==> config.mk <==
export PLATFORM = sky130hd
export DESIGN_NAME = ddac_core
export DESIGN_NICKNAME = d
export VERILOG_FILES = /design/src/design/ddac_pkg.sv /design/src/design/ddac_sync.sv /design/src/design/ddac_core.sv
export VERILOG_INCLUDE_DIRS = /design/src /design/src/design
export SDC_FILE = /design/constraint.sdc
export NUM_CORES = 1
export LEC_CHECK = 0
export CELL_PAD_IN_SITES_DETAIL_PLACEMENT = 0
export CELL_PAD_IN_SITES_GLOBAL_PLACEMENT = 1
export CORE_MARGIN = 4
export CORE_UTILIZATION = 30
export CTS_CLUSTER_SIZE = 14
export DETAILED_ROUTE_END_ITERATION = 10
export DONT_BUFFER_PORTS = 1
export PLACE_DENSITY = 0.59
export SLEW_MARGIN = 20
export SYNTH_ARGS = -nofsm -noshare
export SYNTH_HDL_FRONTEND = slang
export SYNTH_SLANG_ARGS = --single-unit
==> constraint.sdc <==
create_clock -name clock -period 4.17 [get_ports clock]
set_clock_uncertainty 0.05 [all_clocks]
set_input_delay 0.2085 -clock clock [delete_from_list [all_inputs] [get_ports clock]]
set_output_delay 0.2085 -clock clock [all_outputs]
set_load 0.01 [all_outputs]
==> src/design/ddac_params.svh <==
// constants for the dual converter serial front end
`ifndef DDAC_PARAMS_SVH
`define DDAC_PARAMS_SVH
`define DDAC_WORD_BITS 24
`define DDAC_CNT_W 5
`define DDAC_LAST_BIT 5'h17
`define DDAC_CODE_W 16
`define DDAC_ZERO_CODE 16'h0000
`define DDAC_CMD_MSB 21
`define DDAC_CMD_LSB 19
`define DDAC_ADDR_MSB 18
`define DDAC_ADDR_LSB 16
`define DDAC_CMD_WR_IN 3'h0
`define DDAC_CMD_UPD 3'h1
`define DDAC_CMD_WR_IN_UPD_ALL 3'h2
`define DDAC_CMD_WR_UPD 3'h3
`define DDAC_CMD_REF 3'h7
`define DDAC_ADDR_A 3'h0
`define DDAC_ADDR_B 3'h1
`define DDAC_ADDR_ALL 3'h7
`endif

==> src/design/ddac_pkg.sv <==
// types for the dual converter serial front end
package ddac_pkg;
	typedef enum logic [1:0] {
		DDAC_IDLE = 2'b00,
		DDAC_SHIFT = 2'b01,
		DDAC_DONE = 2'b10
	} ddac_state_t;
endpackage : ddac_pkg

==> src/design/ddac_sync.sv <==
// two flip-flop synchroniser plus edge detection for the frame select, serial clock, load and clear pins
`timescale 1ns/100ps
`default_nettype none
module ddac_sync
(
	input wire logic clock,
	input wire logic rst,
	input wire logic [3:0] pin,
	output logic [3:0] level,
	output logic [3:0] rise,
	output logic [3:0] fall
);
	logic [3:0] meta;
	logic [3:0] prev;

	// only the second stage and later are read by logic
	always_ff @(posedge clock)
	begin
		if (rst)
		begin
			meta <= 4'hf;
			level <= 4'hf;
			prev <= 4'hf;
		end
		else
		begin
			meta <= pin;
			level <= meta;
			prev <= level;
		end
	end

	// edges found between the second and third stage
	always_comb
	begin
		rise = level & ~prev;
		fall = ~level & prev;
	end
endmodule : ddac_sync
`default_nettype wire

==> src/design/ddac_core.sv <==
// serial load, update strobe and clear logic of the dual converter
`timescale 1ns/100ps
`default_nettype none
`include "ddac_params.svh"

// Contract
// RQ1 - shift only while frame select low
// RQ2 - sample data on serial clock falling edge
// RQ3 - shift register exactly 24 bits
// RQ4 - act on word after 24th edge
// RQ5 - early frame select rise discards word
// RQ6 - host clock at most 50 MHz
// RQ7 - load strobe low copies pending inputs
// RQ8 - load strobe tied low is valid
// RQ9 - clear triggers on its falling edge
// RQ10 - load strobe ignored while clear low
// RQ11 - clear zeroes all input and output registers
// RQ12 - clear mode ends at next 24th edge
// RQ13 - clear during frame aborts the write
// RQ14 - reference pin input after power up
// RQ15 - codes are straight unsigned binary
// RQ16 - decode command, address, data fields
// RQ17 - bit counter zeroed at frame start
// RQ18 - host sends msb first, frame held low
module ddac_core
	import ddac_pkg::*;
(
	// clock and reset
	input wire logic clock,
	input wire logic rst,
	// serial link from the host
	input wire logic frame_sel_n,
	input wire logic serial_clk,
	input wire logic serial_data,
	// hardware strobes
	input wire logic load_outputs_n,
	input wire logic async_clear_n,
	// converter codes, straight binary
	output logic [`DDAC_CODE_W-1:0] channel_a_out,
	output logic [`DDAC_CODE_W-1:0] channel_b_out,
	// status
	output logic clear_mode,
	output logic internal_ref_on,
	output logic reference_pin_oe
);
	// ************************************************
	// pin synchronisation
	// ************************************************
	logic [3:0] s_level;
	logic [3:0] s_fall;
	logic data_meta;
	logic data_sync;
	logic sclk_fall;
	logic fs_low;
	logic fs_fall;
	logic ld_low;
	logic clr_fall;
	logic clr_low;

	// the host clock runs slower than ours here; at full 50 MHz a faster sampling clock is needed [RQ6]
	ddac_sync u_sync
	(
		.clock(clock),
		.rst(rst),
		.pin({async_clear_n, load_outputs_n, serial_clk, frame_sel_n}),
		.level(s_level),
		.rise(),
		.fall(s_fall)
	);

	// serial data gets its own two stages so it lines up with the delayed clock edge
	always_ff @(posedge clock)
	begin
		if (rst)
		begin
			data_meta <= 1'b0;
			data_sync <= 1'b0;
		end
		else
		begin
			data_meta <= serial_data;
			data_sync <= data_meta;
		end
	end

	assign fs_low = ~s_level[0];
	assign fs_fall = s_fall[0];
	assign sclk_fall = s_fall[1];
	assign ld_low = ~s_level[2];
	assign clr_low = ~s_level[3];
	assign clr_fall = s_fall[3];

	// ************************************************
	// shift register and frame control
	// ************************************************
	ddac_state_t state;
	logic [`DDAC_WORD_BITS-1:0] shift; // exactly 24 bits [RQ3]
	logic [`DDAC_CNT_W-1:0] bit_cnt;
	logic word_ok;

	// frame state; abort on early rise or on clear
	always_ff @(posedge clock)
	begin
		if (rst)
			state <= DDAC_IDLE;
		else
		begin
			case (state)
				DDAC_IDLE:
					if (fs_low && clr_fall)
						state <= DDAC_DONE; // clear at frame start also kills it [RQ13]
					else if (fs_low)
						state <= DDAC_SHIFT; // [RQ1]
				DDAC_SHIFT:
					if (clr_fall)
						state <= DDAC_DONE; // clear kills the frame [RQ13]
					else if (!fs_low)
						state <= DDAC_IDLE; // early rise, word dropped [RQ5]
					else if (sclk_fall && bit_cnt == `DDAC_LAST_BIT)
						state <= DDAC_DONE;
				DDAC_DONE:
					if (!fs_low)
						state <= DDAC_IDLE; // extra clocks ignored until frame ends
				default:
					state <= DDAC_IDLE;
			endcase
		end
	end

	// msb first shifting on serial clock falling edges [RQ2] [RQ18]
	always_ff @(posedge clock)
	begin
		if (rst)
		begin
			shift <= 24'h000000;
			bit_cnt <= 5'h00;
		end
		else if (state == DDAC_IDLE)
			bit_cnt <= 5'h00; // each frame restarts at bit zero [RQ17]
		else if (state == DDAC_SHIFT && fs_low && sclk_fall)
		begin
			shift <= {shift[`DDAC_WORD_BITS-2:0], data_sync};
			bit_cnt <= bit_cnt + 5'h01;
		end
	end

	// one-cycle strobe once the 24th edge lands [RQ4]
	always_ff @(posedge clock)
	begin
		if (rst)
			word_ok <= 1'b0;
		else
			word_ok <= state == DDAC_SHIFT && fs_low && !clr_fall && sclk_fall && bit_cnt == `DDAC_LAST_BIT;
	end

	// ************************************************
	// word decode
	// ************************************************
	logic [2:0] cmd;
	logic [2:0] addr;
	logic [`DDAC_CODE_W-1:0] code;
	logic sel_a;
	logic sel_b;
	// shift is stable while word_ok is high: the frame is in done state [RQ16]
	assign cmd = shift[`DDAC_CMD_MSB:`DDAC_CMD_LSB];
	assign addr = shift[`DDAC_ADDR_MSB:`DDAC_ADDR_LSB];
	assign code = shift[`DDAC_CODE_W-1:0];
	assign sel_a = addr == `DDAC_ADDR_A || addr == `DDAC_ADDR_ALL;
	assign sel_b = addr == `DDAC_ADDR_B || addr == `DDAC_ADDR_ALL;

	// ************************************************
	// input and output registers, per channel
	// ************************************************
	logic [`DDAC_CODE_W-1:0] in_reg [2];
	logic [`DDAC_CODE_W-1:0] dac_reg [2];
	logic pending [2];
	logic ld_ok;
	// a low level rather than an edge, so a tied-low strobe loads continuously [RQ7] [RQ8]
	assign ld_ok = ld_low && !clr_low; // [RQ10]

	genvar ch;
	generate
		for (ch = 0; ch < 2; ch++)
		begin : g_ch
			logic sel;
			logic wr_in;
			logic upd;
			assign sel = (ch == 0) ? sel_a : sel_b;
			assign wr_in = word_ok && sel && (cmd == `DDAC_CMD_WR_IN || cmd == `DDAC_CMD_WR_IN_UPD_ALL
				|| cmd == `DDAC_CMD_WR_UPD);
			assign upd = word_ok && ((sel && (cmd == `DDAC_CMD_UPD || cmd == `DDAC_CMD_WR_UPD))
				|| cmd == `DDAC_CMD_WR_IN_UPD_ALL);

			// clear has priority: zero scale in both stages [RQ9] [RQ11]
			always_ff @(posedge clock)
			begin
				if (rst || clr_fall)
				begin
					in_reg[ch] <= `DDAC_ZERO_CODE;
					dac_reg[ch] <= `DDAC_ZERO_CODE;
					pending[ch] <= 1'b0;
				end
				else
				begin
					if (wr_in)
						in_reg[ch] <= code;
					if (upd)
					begin
						dac_reg[ch] <= wr_in ? code : in_reg[ch];
						pending[ch] <= 1'b0;
					end
					else if (wr_in && ld_ok)
						dac_reg[ch] <= code; // tied-low strobe passes new data straight through
					else if (wr_in)
						pending[ch] <= 1'b1;
					else if (ld_ok && pending[ch])
					begin
						dac_reg[ch] <= in_reg[ch]; // [RQ7]
						pending[ch] <= 1'b0;
					end
				end
			end
		end
	endgenerate

	// unsigned binary codes drive the outputs directly [RQ15]
	assign channel_a_out = dac_reg[0];
	assign channel_b_out = dac_reg[1];

	// ************************************************
	// clear mode and reference select
	// ************************************************
	// set on clear edge, left at the next complete word [RQ12]
	always_ff @(posedge clock)
	begin
		if (rst)
			clear_mode <= 1'b0;
		else if (clr_fall)
			clear_mode <= 1'b1;
		else if (word_ok)
			clear_mode <= 1'b0;
	end

	// external reference by default; data bit 0 of the reference command turns it on [RQ14]
	always_ff @(posedge clock)
	begin
		if (rst)
		begin
			internal_ref_on <= 1'b0;
			reference_pin_oe <= 1'b0;
		end
		else if (word_ok && cmd == `DDAC_CMD_REF)
		begin
			internal_ref_on <= shift[0];
			reference_pin_oe <= shift[0];
		end
	end
endmodule : ddac_core
`default_nettype wire

==> results.cfg <==
[yosys]
synthArstFlopShare_pct = 0
yosysTopAreaCell = edfxtp_1
yosysUniqueCellTypes = 49
syn_area_per_cell_um2 = 11.68
synth_seq_area_share_pct = 60.05
yosys-top-cells-area = edfxtp_1 42%, dfxtp_1 18%, mux2i_1 7.1%
synth_ff_type = edfxtp_1
synth_edf_count = 66
synth_seq_cells = 110
netlist.area_leader.share_pct = 41.57
netlist_area_mm2 = 0.004767
synthesis.nets = 416
synthCells = 408
ys_warn_count = 0

[timing]
fin_ws_ps = 1644
setup_tns_ps = 0
max_freq_mhz = 395.9
finalHoldWorstSlack_ps = 79.49
drv_slew = 0
finalHoldViolCount = 0
relSlewSlack_pct = 28.78
finalSetupViolations = 0
min_period_over_period_pct = 60.57
worst_slew_pin_slew_ps = 1064
rsz0062_at_grt = false
finalCriticalPeriod_ps = 2526

[flow_run]
maxCapViolations = 0

[critical_path]
r2r_start = shift[17]$_SDFFE_PP0P_
r2r_setup_slack_ps = 1640
timing_worst_setup_path_type = reg2reg
critPathRequiredTime_ps = 4100
cpMaxStageDelayCell = nand2_1
critPathArrivalTime_ps = 2460
cp.buffers_inverters = 0
crit_chain = xnor2_1, nand4_1, nand2_1
max_stage_delay_ps = 800
critical_path_peak_fanout = 16
start_kind = register
timing.rr.end = in_reg[1][10]$_SDFFCE_PN0P_
reg2reg_depth = 3
cp-end-kind = register
path_delay_family = simple AND/OR/NAND/NOR gates

[power]
vdd_drop_max_v = 0.0002048
pwr-share-clk_pct = 42.7
intPower_mw = 1.757
seq_power_share_pct = 54.6
p_comb_share_pct = 2.8
p_per_area_mw_per_mm2 = 416.6
p_sw_mw = 0.4647
leakagePower_nw = 1.981
p_sw_share_pct = 20.91

[final_layout]
num_antenna_cells = 0
final_cell_count_no_fill = 614
nFillCells = 1503
area_growth_pct = 11.89
seq_area_mm2 = 0.002863
multi_input_area_mm2 = 0.001748
fin_nets = 406
final_layout_size_suffix_gt1_share_pct = 9.677

[clocking]
cts_root_buffer = clkbuf_16
h-tree-depth = 3
ctsResizeCount = 0
worstSkewPairLatency_ps = 350
cts_sinks = 110
cts_tree = yes
clkTransAtPathRegs_ps = 80
cts_buffers = 9
clockBufferDepth = 2

[grt]
grt_pass1_vias = 2905
grt_use_total_pct = 11.86
antenna_found_initial = 0
grt_max_degree = 40
grt_pass1_wl_mm = 16.59
grt-ovfl-total = 0

[routing]
routed_wl_mm = 10.05
vias = 2978
wl_per_cell_um = 16.36
first_pass_iters = 4
top_layer_used = met4
met3_length_um = 535
drtIter0Drc = 208
drc = 0
wl_met1_mm = 4.979
dr_wl_met2_mm = 4.338
via_per_inst = 4.850
antenna_left = 0

[place]
dp.cells = 590
post-place-ws_ps = 1368
place_congestion = 0.7372
place_hpwl_mm = 6.279
numPortBuffers = 0

[floorplan]
dieArea_mm2 = 0.01797
rows = 45
die_w_um = 134.1
start_util_pct = 31.01
die_h_um = 134.1
io_pins = 42
core_area_mm2 = 0.01537

[hold_path]
worstHoldEndpoint = shift[12]$_SDFFE_PP0P_
hp-class = in2reg
holdCritStartpoint = rst
hold_depth = 2

[run_status]
outcome = finished, final reports clean
how the worst max path moves through the flow:
stage | start | end | cells past startpoint
after floorplan | shift[17]$_SDFFE_PP0P_ | in_reg[0][0]$_SDFFCE_PN0P_ | 6
after global placement | shift[16]$_SDFFE_PP0P_ | in_reg[0][12]$_SDFFCE_PN0P_ | 3
after detailed placement | shift[16]$_SDFFE_PP0P_ | in_reg[0][11]$_SDFFCE_PN0P_ | 3
after CTS | shift[16]$_SDFFE_PP0P_ | in_reg[0][11]$_SDFFCE_PN0P_ | 3
after global routing | shift[19]$_SDFFE_PP0P_ | dac_reg[0][5]$_DFFE_PP_ | 4
final | shift[17]$_SDFFE_PP0P_ | in_reg[1][10]$_SDFFCE_PN0P_ | 3
cell families after synthesis:
group	after synthesis	share of synthesized area (%)
buf+inv	32	3.464
mux	34	7.139
compound gates	71	10.89
flops	110	60.05
xor+xnor	5	0.9188
fa+ha+maj	1	0.2624
simple gates	155	17.27
cells in the mapped netlist (all sizes together), types with 2 or more instances:
cell	count
nand2	50
clkbuf	15
or2	11
inv	2
xor2	3
and3	2
nor4bb	2
mux2i	34
o31ai	17
and2	34
dfxtp	44
nor3	4
and2b	2
a21oi	25
nand2b	6
nor2	26
buf	15
o2111ai	16
nor4b	3
nor2b	3
o21ai	3
nor3b	2
nand3	2
edfxtp	66
nand4	4
xnor2	2
metal layers:
| metal | track usage, % | up-vias |
|---|---|---|
| met5 | 0 | - |
| met4 | 5.260 | 0 |
| met3 | 3.263 | 12 |
| met2 | 16.65 | 69 |
| met1 | 17.02 | 1441 |
| li1 | - | 1456 |
cell usage in the layout, fill, tap and decap left out, types with 2 or more instances in the layout:
| cell type | instances |
|---|---|
| o2111ai_1 | 16 |
| xnor2_1 | 2 |
| dlygate4sd3_1 | 5 |
| edfxtp_1 | 66 |
| inv_1 | 2 |
| o31ai_1 | 17 |
| a21oi_1 | 24 |
| nor4bb_1 | 2 |
| nand2b_1 | 6 |
| nor3_1 | 4 |
| nand4_1 | 4 |
| bufinv_16 | 2 |
| nand3_1 | 2 |
| and2b_2 | 2 |
| nand2_1 | 50 |
| nor2b_1 | 3 |
| and2_1 | 34 |
| or2_2 | 10 |
| o21ai_0 | 2 |
| and3_1 | 2 |
| xor2_1 | 3 |
| nor2_1 | 25 |
| mux2i_1 | 34 |
| nor4b_1 | 2 |
| dfxtp_1 | 44 |
| clkbuf_16 | 9 |
repair_timing:
action                                 CTS  global route
hold buffers                             6             0
endpoints found under the hold margin   37             0
buffers inserted                         0             0
power by group through the flow:
stage / logic [mW] / clock network, mW / registers [mW]
4_1_cts: 0.0610 / 0.976 / 1.21
6_report: 0.0612 / 0.949 / 1.21
3_3_place_gp: 0.0486 / 0 / 1.24
5_1_grt: 0.0689 / 1.02 / 1.22
2_1_floorplan: 0.0435 / 0 / 1.23
3_5_place_dp: 0.0494 / 0 / 1.24
through the flow:
step	instance area, um2	util [%]	power (mW)
after detailed placement	4890	31.81	1.288
after global routing	5334	34.70	2.308
after CTS	5291	34.42	2.251
final	5334	34.70	2.222
after global placement	4890	31.81	1.286
after floorplan	4767	-	1.274
worst register-to-register path: stages, from the launching register on:
cell	delay, ps
dfxtp_1	390
xnor2_1	320
nand4_1	590
nand2_1	800
layout make-up:
class,count,area share (%)
multi-input combinational,266,32.77
timing repair buffer,9,2.252
clock inverter,6,1.736
clock buffer,10,4.480
inverter,2,0.1407
tap,211,4.950
sequential,110,53.67
Note: power is estimated with default switching activity, not from simulation.
